File: src/common/pwm_timer_pkg.sv
// Package of register offsets, field positions and encodings for the PWM timer.
package pwm_timer_pkg;

  // ************************************************************
  // Register map (byte addresses, one aligned word each)
  // ************************************************************
  localparam logic [7:0] ADDR_TIMER_SC = 8'h00;
  localparam logic [7:0] ADDR_CNT_HIGH = 8'h04;
  localparam logic [7:0] ADDR_CNT_LOW = 8'h08;
  localparam logic [7:0] ADDR_MOD_HIGH = 8'h0c;
  localparam logic [7:0] ADDR_MOD_LOW = 8'h10;
  localparam logic [7:0] ADDR_CH_BASE = 8'h20;
  localparam logic [7:0] CH_STRIDE = 8'h10;
  localparam logic [7:0] CH_OFS_SC = 8'h00;
  localparam logic [7:0] CH_OFS_VAL_HIGH = 8'h04;
  localparam logic [7:0] CH_OFS_VAL_LOW = 8'h08;
  localparam int NUM_CH = 2;

  // ************************************************************
  // Field positions of timer_status_control
  // ************************************************************
  localparam int TSC_FLAG = 7;
  localparam int TSC_IRQ_EN = 6;
  localparam int TSC_CENTER = 5;
  localparam int TSC_CLK_HI = 4;
  localparam int TSC_CLK_LO = 3;
  localparam int TSC_PS_HI = 2;

  // ************************************************************
  // Field positions of channel_status_control
  // ************************************************************
  localparam int CSC_FLAG = 7;
  localparam int CSC_IRQ_EN = 6;
  localparam int CSC_MODE_B = 5;
  localparam int CSC_MODE_A = 4;
  localparam int CSC_ELS_B = 3;
  localparam int CSC_ELS_A = 2;

  // ************************************************************
  // Reset values and encodings
  // ************************************************************
  localparam logic [7:0] TSC_RESET = 8'h00;
  localparam logic [7:0] CSC_RESET = 8'h00;
  localparam logic [15:0] MOD_RESET = 16'h0000;
  localparam logic [15:0] CNT_MAX = 16'hffff;
  localparam logic [31:0] UNMAPPED_READ = 32'h00000000;
  localparam logic [1:0] AXI_OKAY = 2'b00;
  localparam logic [1:0] AXI_SLVERR = 2'b10;

  typedef enum logic [1:0] {
    CLK_OFF = 2'b00,
    CLK_BUS = 2'b01,
    CLK_FIXED = 2'b10,
    CLK_EXT = 2'b11
  } clk_src_t;

  // Count direction of the up/down counter, one bit so Gray by nature.
  typedef enum logic {
    DIR_UP = 1'b0,
    DIR_DOWN = 1'b1
  } dir_t;

endpackage

File: src/rtl/pwm_timer.sv
// Sixteen-bit PWM timer with two channels behind an AXI4-Lite register slave.
//
// The register offsets and the AXI4-Lite register port were chosen for this implementation.
`timescale 1ns/1ps
// Functional notes
// - Edge-aligned mode counts up only; period is modulus plus one counts.
// - Edge-aligned PWM works with center select clear beside capture/compare channels.
// - Polarity A clear: overflow drives high, match drives low; set inverts both.
// - Value zero gives 0% duty; value above modulus gives 100% duty.
// - Channel value byte writes land in buffers, not the active compare value.
// - Clock off loads on second byte; compare mode at next tick; PWM at modulus-minus-one to modulus step.
// - Center mode counts up to modulus and down to zero, period twice modulus.
// - Center mode: zero or negative value 0%; value above modulus 100%.
// - Center mode, polarity clear: match counting up low, counting down high.
// - Center mode buffers modulus high and channel value bytes, loaded coherently.
// - Overflow interrupt may be raised at end of the count equal to modulus.
// - Writing timer status/control discards pending modulus bytes.
// - Writing channel status/control discards that channel's pending value bytes.
// - Reset clears status/control, mode, polarity bits; pins released, clock off.
// - Channel flag sets on each match in compare/edge PWM, on a match with a pin action in center PWM, on selected edge in capture.
// - Overflow flag sets as the counter leaves its terminal count.
// - Interrupt requests are static: flag and local enable both set.
// - Flag clears by read while set then write zero; new event keeps it.
// - Clock select 00 off, 01 bus, 10 fixed clock, 11 external.
// - Up/down: zero and terminal count last one count; flag sets turning down.
// - Up counter runs zero to terminal count, modulus or 0xFFFF, then wraps.
module pwm_timer (
  input wire logic aclk,
  input wire logic aresetn,
  input wire logic [7:0] s_axi_awaddr,
  input wire logic [2:0] s_axi_awprot,
  input wire logic s_axi_awvalid,
  output logic s_axi_awready,
  input wire logic [31:0] s_axi_wdata,
  input wire logic [3:0] s_axi_wstrb,
  input wire logic s_axi_wvalid,
  output logic s_axi_wready,
  output logic [1:0] s_axi_bresp,
  output logic s_axi_bvalid,
  input wire logic s_axi_bready,
  input wire logic [7:0] s_axi_araddr,
  input wire logic [2:0] s_axi_arprot,
  input wire logic s_axi_arvalid,
  output logic s_axi_arready,
  output logic [31:0] s_axi_rdata,
  output logic [1:0] s_axi_rresp,
  output logic s_axi_rvalid,
  input wire logic s_axi_rready,
  input wire logic fixed_clk_tick,
  input wire logic ext_clk_tick,
  input wire logic [1:0] ch_in,
  output logic [1:0] ch_out,
  output logic [1:0] ch_oe,
  output logic irq_overflow,
  output logic [1:0] irq_channel
);

  // ************************************************************
  // Functions
  // ************************************************************

  // Two-step flag update: a new event always wins over the clearing write.
  function automatic logic flag_next(input logic cur, input logic armed, input logic event_in,
                                     input logic wr_zero);
    flag_next = event_in | (cur & ~(armed & wr_zero));
  endfunction

  // Arming for the clear: set by a read of the flag at one, dropped by events or writes.
  function automatic logic arm_next(input logic armed, input logic flag, input logic rd,
                                    input logic event_in, input logic wr);
    arm_next = ~event_in & ((rd & flag) | (armed & ~wr));
  endfunction

  // Channel register address decode: returns the channel index hit, or -1.
  function automatic int ch_hit(input logic [7:0] addr, input logic [7:0] ofs);
    ch_hit = -1;
    for (int i = 0; i < pwm_timer_pkg::NUM_CH; i++) begin
      if (addr == 8'(pwm_timer_pkg::ADDR_CH_BASE + 8'(i) * pwm_timer_pkg::CH_STRIDE + ofs)) begin
        ch_hit = i;
      end
    end
  endfunction

  // ************************************************************
  // State
  // ************************************************************
  logic [7:0] tsc_r;
  logic tof_armed_r;
  logic [15:0] cnt_r;
  pwm_timer_pkg::dir_t dir_r;
  logic [6:0] pre_r;
  logic [15:0] mod_r;
  logic [7:0] mod_buf_hi_r;
  logic [7:0] mod_buf_lo_r;
  logic mod_got_hi_r;
  logic mod_got_lo_r;
  logic [7:0] csc_r [pwm_timer_pkg::NUM_CH];
  logic chf_armed_r [pwm_timer_pkg::NUM_CH];
  logic [15:0] val_r [pwm_timer_pkg::NUM_CH];
  logic [7:0] val_buf_hi_r [pwm_timer_pkg::NUM_CH];
  logic [7:0] val_buf_lo_r [pwm_timer_pkg::NUM_CH];
  logic val_got_hi_r [pwm_timer_pkg::NUM_CH];
  logic val_got_lo_r [pwm_timer_pkg::NUM_CH];
  logic [1:0] ch_in_prev_r;
  logic [1:0] out_r;

  // AXI bookkeeping.
  logic aw_got_r;
  logic w_got_r;
  logic [7:0] wr_addr_r;
  logic [7:0] wr_data_r;
  logic wr_lane_r;
  logic bvalid_r;
  logic [1:0] bresp_r;
  logic rvalid_r;
  logic [31:0] rdata_r;
  logic [1:0] rresp_r;

  // ************************************************************
  // Bus handshake decode
  // ************************************************************

  // One write and one read in flight; each address or data beat is taken once.
  wire aw_hs = s_axi_awvalid & s_axi_awready;
  wire w_hs = s_axi_wvalid & s_axi_wready;
  wire ar_hs = s_axi_arvalid & s_axi_arready;
  wire do_wr = aw_got_r & w_got_r & ~bvalid_r;
  wire wr_en = do_wr & wr_lane_r;
  assign s_axi_awready = ~aw_got_r & ~bvalid_r;
  assign s_axi_wready = ~w_got_r & ~bvalid_r;
  assign s_axi_arready = ~rvalid_r;
  assign s_axi_bvalid = bvalid_r;
  assign s_axi_bresp = bresp_r;
  assign s_axi_rvalid = rvalid_r;
  assign s_axi_rdata = rdata_r;
  assign s_axi_rresp = rresp_r;

  // Write targets; only byte lane 0 holds data, other lanes are dropped.
  wire wr_tsc = wr_en & (wr_addr_r == pwm_timer_pkg::ADDR_TIMER_SC);
  wire wr_cnt = wr_en & ((wr_addr_r == pwm_timer_pkg::ADDR_CNT_HIGH) |
                         (wr_addr_r == pwm_timer_pkg::ADDR_CNT_LOW));
  wire wr_mod_hi = wr_en & (wr_addr_r == pwm_timer_pkg::ADDR_MOD_HIGH);
  wire wr_mod_lo = wr_en & (wr_addr_r == pwm_timer_pkg::ADDR_MOD_LOW);
  wire rd_tsc = ar_hs & (s_axi_araddr == pwm_timer_pkg::ADDR_TIMER_SC);
  int wr_ch_sc;
  int wr_ch_hi;
  int wr_ch_lo;
  int rd_ch_sc;
  int rd_ch_hi;
  int rd_ch_lo;
  assign wr_ch_sc = ch_hit(wr_addr_r, pwm_timer_pkg::CH_OFS_SC);
  assign wr_ch_hi = ch_hit(wr_addr_r, pwm_timer_pkg::CH_OFS_VAL_HIGH);
  assign wr_ch_lo = ch_hit(wr_addr_r, pwm_timer_pkg::CH_OFS_VAL_LOW);
  assign rd_ch_sc = ch_hit(s_axi_araddr, pwm_timer_pkg::CH_OFS_SC);
  assign rd_ch_hi = ch_hit(s_axi_araddr, pwm_timer_pkg::CH_OFS_VAL_HIGH);
  assign rd_ch_lo = ch_hit(s_axi_araddr, pwm_timer_pkg::CH_OFS_VAL_LOW);
  wire addr_ok_wr = (wr_addr_r <= pwm_timer_pkg::ADDR_MOD_LOW) & (wr_addr_r[1:0] == 2'b00) |
                    (wr_ch_sc >= 0) | (wr_ch_hi >= 0) | (wr_ch_lo >= 0);

  // ************************************************************
  // Counting clock and counter
  // ************************************************************

  wire [1:0] clk_sel = tsc_r[pwm_timer_pkg::TSC_CLK_HI:pwm_timer_pkg::TSC_CLK_LO];
  wire clk_off = (clk_sel == pwm_timer_pkg::CLK_OFF);
  wire src_en = (clk_sel == pwm_timer_pkg::CLK_BUS) |
                ((clk_sel == pwm_timer_pkg::CLK_FIXED) & fixed_clk_tick) |
                ((clk_sel == pwm_timer_pkg::CLK_EXT) & ext_clk_tick);
  wire [6:0] pre_last = 7'((8'h01 << tsc_r[pwm_timer_pkg::TSC_PS_HI:0]) - 8'h01);
  wire tick = src_en & (pre_r == pre_last);
  wire center = tsc_r[pwm_timer_pkg::TSC_CENTER];

  // terminal count is the modulus, or the full range when it is zero
  wire [15:0] term = (mod_r == pwm_timer_pkg::MOD_RESET) ? pwm_timer_pkg::CNT_MAX : mod_r;
  // reverse only on a non-zero modulus match
  wire turn_down = center & (dir_r == pwm_timer_pkg::DIR_UP) & (mod_r != pwm_timer_pkg::MOD_RESET) &
                   (cnt_r == mod_r);
  wire turn_up = center & (dir_r == pwm_timer_pkg::DIR_DOWN) & (cnt_r == 16'h0000);
  wire wrap = ~center & (cnt_r == term);
  logic [15:0] cnt_nxt;
  pwm_timer_pkg::dir_t dir_nxt;

  // up only when center select is clear; ends last one count each.
  always_comb begin
    cnt_nxt = cnt_r;
    dir_nxt = dir_r;
    if (wrap) begin
      cnt_nxt = 16'h0000;
      dir_nxt = pwm_timer_pkg::DIR_UP;
    end else if (turn_down) begin
      cnt_nxt = 16'(cnt_r - 16'h0001);
      dir_nxt = pwm_timer_pkg::DIR_DOWN;
    end else if (turn_up | (dir_r == pwm_timer_pkg::DIR_UP) | ~center) begin
      cnt_nxt = 16'(cnt_r + 16'h0001);
      dir_nxt = pwm_timer_pkg::DIR_UP;
    end else begin
      cnt_nxt = 16'(cnt_r - 16'h0001);
    end
  end

  // overflow as the terminal count is left; end of the modulus count.
  wire tof_event = tick & (wrap | turn_down);
  // the buffered-value load point, modulus-minus-one to terminal count.
  wire load_point = tick & (cnt_nxt == term) & (cnt_r == 16'(term - 16'h0001));

  // Counter, prescaler and timer status/control; a counter write restarts both.
  always_ff @(posedge aclk) begin
    if (!aresetn) begin
      // clock off, overflow interrupt off, center select clear
      tsc_r <= pwm_timer_pkg::TSC_RESET;
      tof_armed_r <= 1'b0;
      cnt_r <= 16'h0000;
      dir_r <= pwm_timer_pkg::DIR_UP;
      pre_r <= 7'h00;
    end else begin
      tsc_r[pwm_timer_pkg::TSC_FLAG] <= flag_next(tsc_r[pwm_timer_pkg::TSC_FLAG], tof_armed_r, tof_event,
                                                  wr_tsc & ~wr_data_r[pwm_timer_pkg::TSC_FLAG]);
      tof_armed_r <= arm_next(tof_armed_r, tsc_r[pwm_timer_pkg::TSC_FLAG], rd_tsc, tof_event, wr_tsc);
      if (wr_tsc) begin
        tsc_r[pwm_timer_pkg::TSC_IRQ_EN:0] <= wr_data_r[pwm_timer_pkg::TSC_IRQ_EN:0];
      end
      if (wr_cnt) begin
        cnt_r <= 16'h0000;
        dir_r <= pwm_timer_pkg::DIR_UP;
        pre_r <= 7'h00;
      end else if (src_en) begin
        pre_r <= tick ? 7'h00 : 7'(pre_r + 7'h01);
        if (tick) begin
          cnt_r <= cnt_nxt;
          dir_r <= dir_nxt;
        end
      end
    end
  end

  // ************************************************************
  // Modulus buffer
  // ************************************************************

  // both modulus bytes are buffered and loaded as one word.
  wire mod_full = mod_got_hi_r & mod_got_lo_r;
  always_ff @(posedge aclk) begin
    if (!aresetn) begin
      mod_r <= pwm_timer_pkg::MOD_RESET;
      mod_buf_hi_r <= 8'h00;
      mod_buf_lo_r <= 8'h00;
      mod_got_hi_r <= 1'b0;
      mod_got_lo_r <= 1'b0;
    end else if (wr_tsc) begin
      // status/control write cancels a half-written modulus
      mod_got_hi_r <= 1'b0;
      mod_got_lo_r <= 1'b0;
    end else begin
      if (wr_mod_hi) begin
        mod_buf_hi_r <= wr_data_r;
        mod_got_hi_r <= 1'b1;
      end
      if (wr_mod_lo) begin
        mod_buf_lo_r <= wr_data_r;
        mod_got_lo_r <= 1'b1;
      end
      // Loading on the next counter step lets a new period cut the current one short.
      if (mod_full & (clk_off | tick)) begin
        mod_r <= {mod_buf_hi_r, mod_buf_lo_r};
        mod_got_hi_r <= 1'b0;
        mod_got_lo_r <= 1'b0;
      end
    end
  end

  // ************************************************************
  // Channels
  // ************************************************************
  logic [1:0] ch_event;
  logic [1:0] ch_match;
  logic [1:0] ch_level;
  logic [1:0] ch_edge_mode;
  logic [1:0] ch_compare_mode;
  logic [1:0] ch_capture_mode;
  logic [1:0] ch_pin_on;

  // Per-channel mode decode, compare match and target PWM level for the next count.
  always_comb begin
    for (int i = 0; i < pwm_timer_pkg::NUM_CH; i++) begin
      ch_pin_on[i] = csc_r[i][pwm_timer_pkg::CSC_ELS_B] | csc_r[i][pwm_timer_pkg::CSC_ELS_A];
      // edge PWM only while center select is clear
      ch_edge_mode[i] = ~center & csc_r[i][pwm_timer_pkg::CSC_MODE_B];
      ch_compare_mode[i] = ~center & ~csc_r[i][pwm_timer_pkg::CSC_MODE_B] & csc_r[i][pwm_timer_pkg::CSC_MODE_A];
      ch_capture_mode[i] = ~center & ~csc_r[i][pwm_timer_pkg::CSC_MODE_B] & ~csc_r[i][pwm_timer_pkg::CSC_MODE_A];
      ch_match[i] = tick & (cnt_nxt == val_r[i]);
      // active while below the value, so zero never and above modulus always
      // zero or negative value holds inactive in center mode
      // up-count match ends the pulse, down-count match starts it
      ch_level[i] = ((dir_nxt == pwm_timer_pkg::DIR_DOWN) ? (cnt_nxt <= val_r[i]) : (cnt_nxt < val_r[i])) &
                    ~(center & (val_r[i][15] | (val_r[i] == 16'h0000)));
      // match in compare/edge PWM, match with a pin action in center PWM, selected edge in capture
      ch_event[i] = ch_capture_mode[i] ?
                    ((csc_r[i][pwm_timer_pkg::CSC_ELS_A] & ch_in[i] & ~ch_in_prev_r[i]) |
                     (csc_r[i][pwm_timer_pkg::CSC_ELS_B] & ~ch_in[i] & ch_in_prev_r[i])) :
                    ch_match[i] & (center ? ch_pin_on[i] : 1'b1);
    end
  end

  // Channel registers, value buffers and output flip-flops.
  always_ff @(posedge aclk) begin
    if (!aresetn) begin
      ch_in_prev_r <= 2'b00;
      out_r <= 2'b00;
      for (int i = 0; i < pwm_timer_pkg::NUM_CH; i++) begin
        // channels return to capture with pins released
        csc_r[i] <= pwm_timer_pkg::CSC_RESET;
        chf_armed_r[i] <= 1'b0;
        val_r[i] <= 16'h0000;
        val_buf_hi_r[i] <= 8'h00;
        val_buf_lo_r[i] <= 8'h00;
        val_got_hi_r[i] <= 1'b0;
        val_got_lo_r[i] <= 1'b0;
      end
    end else begin
      ch_in_prev_r <= ch_in;
      for (int i = 0; i < pwm_timer_pkg::NUM_CH; i++) begin
        // channel flag two-step clear, a new event keeps it set
        csc_r[i][pwm_timer_pkg::CSC_FLAG] <= flag_next(csc_r[i][pwm_timer_pkg::CSC_FLAG], chf_armed_r[i],
          ch_event[i], (wr_ch_sc == i) & wr_en & ~wr_data_r[pwm_timer_pkg::CSC_FLAG]);
        chf_armed_r[i] <= arm_next(chf_armed_r[i], csc_r[i][pwm_timer_pkg::CSC_FLAG],
                                   ar_hs & (rd_ch_sc == i), ch_event[i], wr_en & (wr_ch_sc == i));
        if (wr_en & (wr_ch_sc == i)) begin
          csc_r[i][pwm_timer_pkg::CSC_IRQ_EN:0] <= wr_data_r[pwm_timer_pkg::CSC_IRQ_EN:0];
          // status/control write cancels half-written value bytes
          val_got_hi_r[i] <= 1'b0;
          val_got_lo_r[i] <= 1'b0;
        end else begin
          // bytes go to the buffer, never straight to the compare value
          if (wr_en & (wr_ch_hi == i)) begin
            val_buf_hi_r[i] <= wr_data_r;
            val_got_hi_r[i] <= 1'b1;
          end
          if (wr_en & (wr_ch_lo == i)) begin
            val_buf_lo_r[i] <= wr_data_r;
            val_got_lo_r[i] <= 1'b1;
          end
          // immediate with clock off, next tick in compare mode, otherwise at the load point
          // same load point for centered PWM
          if (val_got_hi_r[i] & val_got_lo_r[i] & ~ch_capture_mode[i] &
              (clk_off | (ch_compare_mode[i] ? tick : load_point))) begin
            val_r[i] <= {val_buf_hi_r[i], val_buf_lo_r[i]};
            val_got_hi_r[i] <= 1'b0;
            val_got_lo_r[i] <= 1'b0;
          end
        end
        // Capture latches the count on the selected edge.
        if (ch_capture_mode[i] & ch_event[i]) begin
          val_r[i] <= cnt_r;
        end
        // pin state changes only on counting ticks
        if (tick) begin
          if (center | ch_edge_mode[i]) begin
            // polarity bit A inverts the active level
            out_r[i] <= ch_level[i] ^ csc_r[i][pwm_timer_pkg::CSC_ELS_A];
          end else if (ch_compare_mode[i] & ch_match[i]) begin
            case ({csc_r[i][pwm_timer_pkg::CSC_ELS_B], csc_r[i][pwm_timer_pkg::CSC_ELS_A]})
              2'b01: out_r[i] <= ~out_r[i];
              2'b10: out_r[i] <= 1'b0;
              2'b11: out_r[i] <= 1'b1;
              default: out_r[i] <= out_r[i];
            endcase
          end
        end
      end
    end
  end

  // Pins are driven only by output channels with a pin action selected.
  always_comb begin
    for (int i = 0; i < pwm_timer_pkg::NUM_CH; i++) begin
      ch_oe[i] = ch_pin_on[i] & ~ch_capture_mode[i];
      // static request while flag and enable are both set
      irq_channel[i] = csc_r[i][pwm_timer_pkg::CSC_FLAG] & csc_r[i][pwm_timer_pkg::CSC_IRQ_EN];
    end
  end
  assign ch_out = out_r;
  // overflow request follows its flag and enable
  assign irq_overflow = tsc_r[pwm_timer_pkg::TSC_FLAG] & tsc_r[pwm_timer_pkg::TSC_IRQ_EN];

  // ************************************************************
  // AXI4-Lite slave
  // ************************************************************
  logic [7:0] rd_byte;
  logic rd_ok;

  // Read mux; unmapped words answer SLVERR with zero data.
  always_comb begin
    rd_byte = 8'h00;
    rd_ok = 1'b1;
    if (s_axi_araddr == pwm_timer_pkg::ADDR_TIMER_SC) begin
      rd_byte = tsc_r;
    end else if (s_axi_araddr == pwm_timer_pkg::ADDR_CNT_HIGH) begin
      rd_byte = cnt_r[15:8];
    end else if (s_axi_araddr == pwm_timer_pkg::ADDR_CNT_LOW) begin
      rd_byte = cnt_r[7:0];
    end else if (s_axi_araddr == pwm_timer_pkg::ADDR_MOD_HIGH) begin
      rd_byte = mod_r[15:8];
    end else if (s_axi_araddr == pwm_timer_pkg::ADDR_MOD_LOW) begin
      rd_byte = mod_r[7:0];
    end else if (rd_ch_sc >= 0) begin
      rd_byte = csc_r[rd_ch_sc[0]];
    end else if (rd_ch_hi >= 0) begin
      rd_byte = val_r[rd_ch_hi[0]][15:8];
    end else if (rd_ch_lo >= 0) begin
      rd_byte = val_r[rd_ch_lo[0]][7:0];
    end else begin
      rd_ok = 1'b0;
    end
  end

  // Write channel: address and data may arrive in either order.
  always_ff @(posedge aclk) begin
    if (!aresetn) begin
      aw_got_r <= 1'b0;
      w_got_r <= 1'b0;
      wr_addr_r <= 8'h00;
      wr_data_r <= 8'h00;
      wr_lane_r <= 1'b0;
      bvalid_r <= 1'b0;
      bresp_r <= pwm_timer_pkg::AXI_OKAY;
    end else begin
      if (aw_hs) begin
        aw_got_r <= 1'b1;
        wr_addr_r <= s_axi_awaddr;
      end
      if (w_hs) begin
        w_got_r <= 1'b1;
        wr_data_r <= s_axi_wdata[7:0];
        wr_lane_r <= s_axi_wstrb[0];
      end
      if (do_wr) begin
        aw_got_r <= 1'b0;
        w_got_r <= 1'b0;
        bvalid_r <= 1'b1;
        bresp_r <= addr_ok_wr ? pwm_timer_pkg::AXI_OKAY : pwm_timer_pkg::AXI_SLVERR;
      end else if (s_axi_bready) begin
        bvalid_r <= 1'b0;
      end
    end
  end

  // Read channel: data registered one cycle after the address is taken.
  always_ff @(posedge aclk) begin
    if (!aresetn) begin
      rvalid_r <= 1'b0;
      rdata_r <= pwm_timer_pkg::UNMAPPED_READ;
      rresp_r <= pwm_timer_pkg::AXI_OKAY;
    end else if (ar_hs) begin
      rvalid_r <= 1'b1;
      rdata_r <= {24'h000000, rd_byte};
      rresp_r <= rd_ok ? pwm_timer_pkg::AXI_OKAY : pwm_timer_pkg::AXI_SLVERR;
    end else if (s_axi_rready) begin
      rvalid_r <= 1'b0;
    end
  end

endmodule

File: config.mk
export PLATFORM = sky130hd
export DESIGN_NAME = pwm_timer
export DESIGN_NICKNAME = d
export VERILOG_FILES = /design/src/common/pwm_timer_pkg.sv /design/src/rtl/pwm_timer.sv
export SDC_FILE = /design/constraint.sdc
export NUM_CORES = 1
export LEC_CHECK = 0
export BUFFER_PORTS_ARGS = -buffer_cell sky130_fd_sc_hd__buf_4
export CAP_MARGIN = 20
export CORE_ASPECT_RATIO = 0.6
export CORE_MARGIN = 2
export CORE_UTILIZATION = 55
export CTS_CLUSTER_SIZE = 16
export DETAILED_ROUTE_END_ITERATION = 6
export PLACE_DENSITY = 0.86
export REMOVE_ABC_BUFFERS = 1
export SYNTH_ARGS = -nofsm -noshare
export SYNTH_HDL_FRONTEND = slang
export SYNTH_SLANG_ARGS = --single-unit
File: constraint.sdc
create_clock -name aclk -period 15.4 [get_ports aclk]
set_clock_uncertainty 0.2 [all_clocks]
set_input_delay 0.77 -clock aclk [delete_from_list [all_inputs] [get_ports aclk]]
set_output_delay 0.77 -clock aclk [all_outputs]
set_load 0.005 [all_outputs]
==> impl_metrics.py <==
metrics = {
    "timing": {
        "final.setup.tns_ns": 0,
        "whs_ns": 0.2567,
        "period_minus_slack_ns": 7.027,
        "tightest_slew_ns": 1.073,
        "finalSetupViolCount": 0,
        "finalCritPeriodShare_pct": 45.63,
        "drv_slew": 0,
        "max_freq_mhz": 142.3,
        "rsz0062_at_grt": "no",
        "slew_headroom_pct": 27.89,
        "hold_viol_final": 0,
    },
    "hold_path": {
        "min_path_type": "reg2reg",
    },
    "synth": {
        "yosysTopAreaCellShare_pct": 20.17,
        "avgSynthCellArea_um2": 8.541,
        "seq_area_frac_synth_pct": 36.82,
        "netlist_area_mm2": 0.01250,
        "synthCells": 1464,
        "ys_warn_count": 0,
        "synthTopCellsByArea": "edfxtp_1, dfxtp_1, mux2i_1",
        "ys_seq_elements": 188,
        "synth_most_common_cell": "nand2_1",
        "synthArstFlopShare_pct": 0,
        "synth_commonest_cells": "nand2_1, nor2_1, a21oi_1, dfxtp_1, mux2i_1",
        "synth_largest_area_cell": "edfxtp_1",
        "synth_cell_types": 88,
        "synth_ff_type": "dfxtp_1",
        "synth-edff-count": 84,
    },
    "global_route": {
        "gr-total-overflow": 0,
        "grt_pass1_wl_mm": 61.74,
        "grt_max_degree": 67,
        "grt.total_usage_pct": 34.75,
        "grt_pass1_vias": 10307,
        "antenna_found_initial": 1,
    },
    "finish": {
        "drive_above_1_share_pct": 10.37,
        "fin_util_pct": 61.33,
        "fin_area_mm2": 0.01360,
        "syn2layout_area_growth_pct": 8.775,
        "nets": 1571,
    },
    "clocking": {
        "clock_sinks": 188,
        "cts_resized": 0,
        "cts_tree": "done",
        "cts_htree_levels": 4,
        "clk_latency_ns": 0.45,
        "path_clk_slew_ns": 0.07,
        "root_buffer": "clkbuf_16",
        "hold_buffers": 0,
        "cts_buffer_depth": 2,
        "cts_buffers": 17,
        "post_cts_buffers": 0,
    },
    "place": {
        "postPlaceCellArea_mm2": 0.01298,
        "dp_hpwl_mm": 31.14,
        "gp_congestion": 1.013,
        "port_buffers": 57,
    },
    "routing": {
        "vias": 11871,
        "dr.max_layer_used": "met4",
        "vias_per_cell": 6.647,
        "ant_nets": 0,
        "drt-pass1-iter-count": 7,
        "drt_iter0_markers": 1763,
        "wl_met2_mm": 16.02,
        "drt-total-wl_mm": 42.08,
        "drt-wirelength-per-cell_um": 23.56,
        "met1_length_mm": 18.07,
        "drc": 0,
        "met3_length_mm": 7.149,
    },
    "setup_path": {
        "start_kind": "flip-flop",
        "r2r_end": "ch_out[1]",
        "critPathRequiredTime_ns": 15.49,
        "r2r-start": "mod_r[1]",
        "worstPathArrival_ns": 7.12,
        "path_class": "reg2reg",
        "crit_path_end": "ch_out[1]",
        "path_max_fanout": 22,
        "rrSetupSlack_ns": 8.37,
        "setup.worst_path.end_class": "flip-flop",
        "startpoint": "mod_r[1]",
        "r2r_cells": 19,
    },
    "power": {
        "leakage_uw": 0.005530,
        "seqPwrFrac_pct": 51.2,
        "comb_power_share_pct": 7.3,
        "ir_worst_vdd_v": 0.00008900,
        "switching_share_pct": 26.04,
        "power_uw": 1088,
        "p_sw_uw": 283.2,
        "p_per_area_mw_per_mm2": 79.96,
        "power.internal_uw": 804.3,
        "clockPowerShare_pct": 41.4,
    },
    "floorplan": {
        "fp-row-count": 42,
        "initial_core_util_pct": 56.39,
        "ios": 117,
        "fp.dieW_um": 198.7,
        "core_area_mm2": 0.02218,
        "die-area_mm2": 0.02400,
        "die_y_um": 120.8,
    },
    "outcome": {
        "status": "completed",
    },
    "run": {
        "drv_cap": 0,
    },
}
-- final cells by class --
type	instances	area, um^2
Antenna cell	3	7.507
Clock buffer	18	450.4
Clock inverter	14	146.4
Fill cell	1875	8574
Inverter	67	251.5
Multi-Input combinational cell	1108	7141
Sequential cell	188	4604
Tap cell	308	385.4
Timing Repair Buffer	80	615.6
-- cell usage in the layout (no fill, tap or decap), types with 16 or more instances in the layout --
cell and instances:
edfxtp_1 84, a21oi_1 120, conb_1 28, xnor2_1 34, clkbuf_16 18, buf_4 78, nor4_1 29, nand2_1 147
nor2b_1 18, ha_1 40, o21ai_0 39, inv_1 66, nand4_1 35, nand3_1 36, and2_1 34, nor2_1 136
o211ai_1 16, mux2i_1 87, dfxtp_1 104, nor3_1 41
-- cells by family (layout without fill, tap and decap cells) --
| group | count (synthesis) | count (layout) | share of synthesized area [%] |
|---|---|---|---|
| AND/OR/NAND/NOR | 557 | 557 | 22.74 |
| adder cells (fa/ha/maj) | 40 | 40 | 4.002 |
| AO/OA/AOI/OAI | 341 | 341 | 18.50 |
| XOR/XNOR | 49 | 49 | 3.432 |
| other | 2 | 31 | 0.06006 |
| flip-flops | 188 | 188 | 36.82 |
| buffers and inverters | 194 | 179 | 6.934 |
| multiplexers | 93 | 93 | 7.505 |
-- per-stage QoR --
stage          setup WS [ns]  std cells
2_1_floorplan          9.473       1363
6_report               8.373       1786
5_1_grt                8.011       1783
4_1_cts                8.721       1782
3_3_place_gp           8.903       1749
3_5_place_dp           8.795       1750
-- registers in the layout, summed over array words and instances (netlist names), 2 cells and up --
register      count
mod_buf_lo_r      8
csc_r            16
cnt_r            16
val_buf_hi_r     16
pre_r             7
val_buf_lo_r     16
wr_data_r         8
val_got_hi_r      2
mod_r            16
ch_out            2
val_got_lo_r      2
chf_armed_r       2
mod_buf_hi_r      8
s_axi_rdata       8
wr_addr_r         8
tsc_r             8
val_r            32
ch_in_prev_r      2
-- worst max-delay path: stages, from the launching register on --
cell and delay (ns):
dfxtp_1 0.52, nor4_2 0.90, a41oi_1 0.48, xnor2_1 0.33, or3_1 0.42, nor4_4 0.50
and2_1 0.77, nor2_1 0.20, ha_1 0.36, nor2b_1 0.13, o21a_1 0.16, o21a_1 0.18
o21a_1 0.17, o21a_1 0.17, o21a_1 0.16, o21ai_0 0.16, a211oi_1 0.10, a2bb2oi_1 0.15
a211o_1 0.31, a2111oi_0 0.48
-- power groups by stage --
stage                     Sequential (uW)  Clock, uW  Combinational, uW
after detailed placement              566          0               76.8
after CTS                             555        448               77.6
final                                 557        450               79.7
after floorplan                       556          0               45.7
after global routing                  558        467               87.0
after global placement                566          0               75.4
-- layer usage --
layer | track usage, % | vias to the layer above
met5 | 0 | -
met2 | 44.36 | 894
met1 | 52.90 | 5569
met4 | 8.862 | 0
li1 | - | 5316
met3 | 13.95 | 92
-- how the worst min path moves through the flow --
stage	slack (ns)	end	depth (start not counted)	from
after global routing	0.27	mod_buf_lo_r[0]	2	mod_buf_lo_r[0]
after floorplan	0.23	mod_buf_lo_r[0]	2	mod_buf_lo_r[0]
after global placement	0.24	mod_buf_lo_r[5]	2	mod_buf_lo_r[5]
after CTS	0.26	mod_buf_lo_r[6]	2	mod_buf_lo_r[6]
after detailed placement	0.25	mod_buf_lo_r[0]	2	mod_buf_lo_r[0]
final	0.26	mod_buf_lo_r[0]	2	mod_buf_lo_r[0]
(Power assumes the default switching activity.)
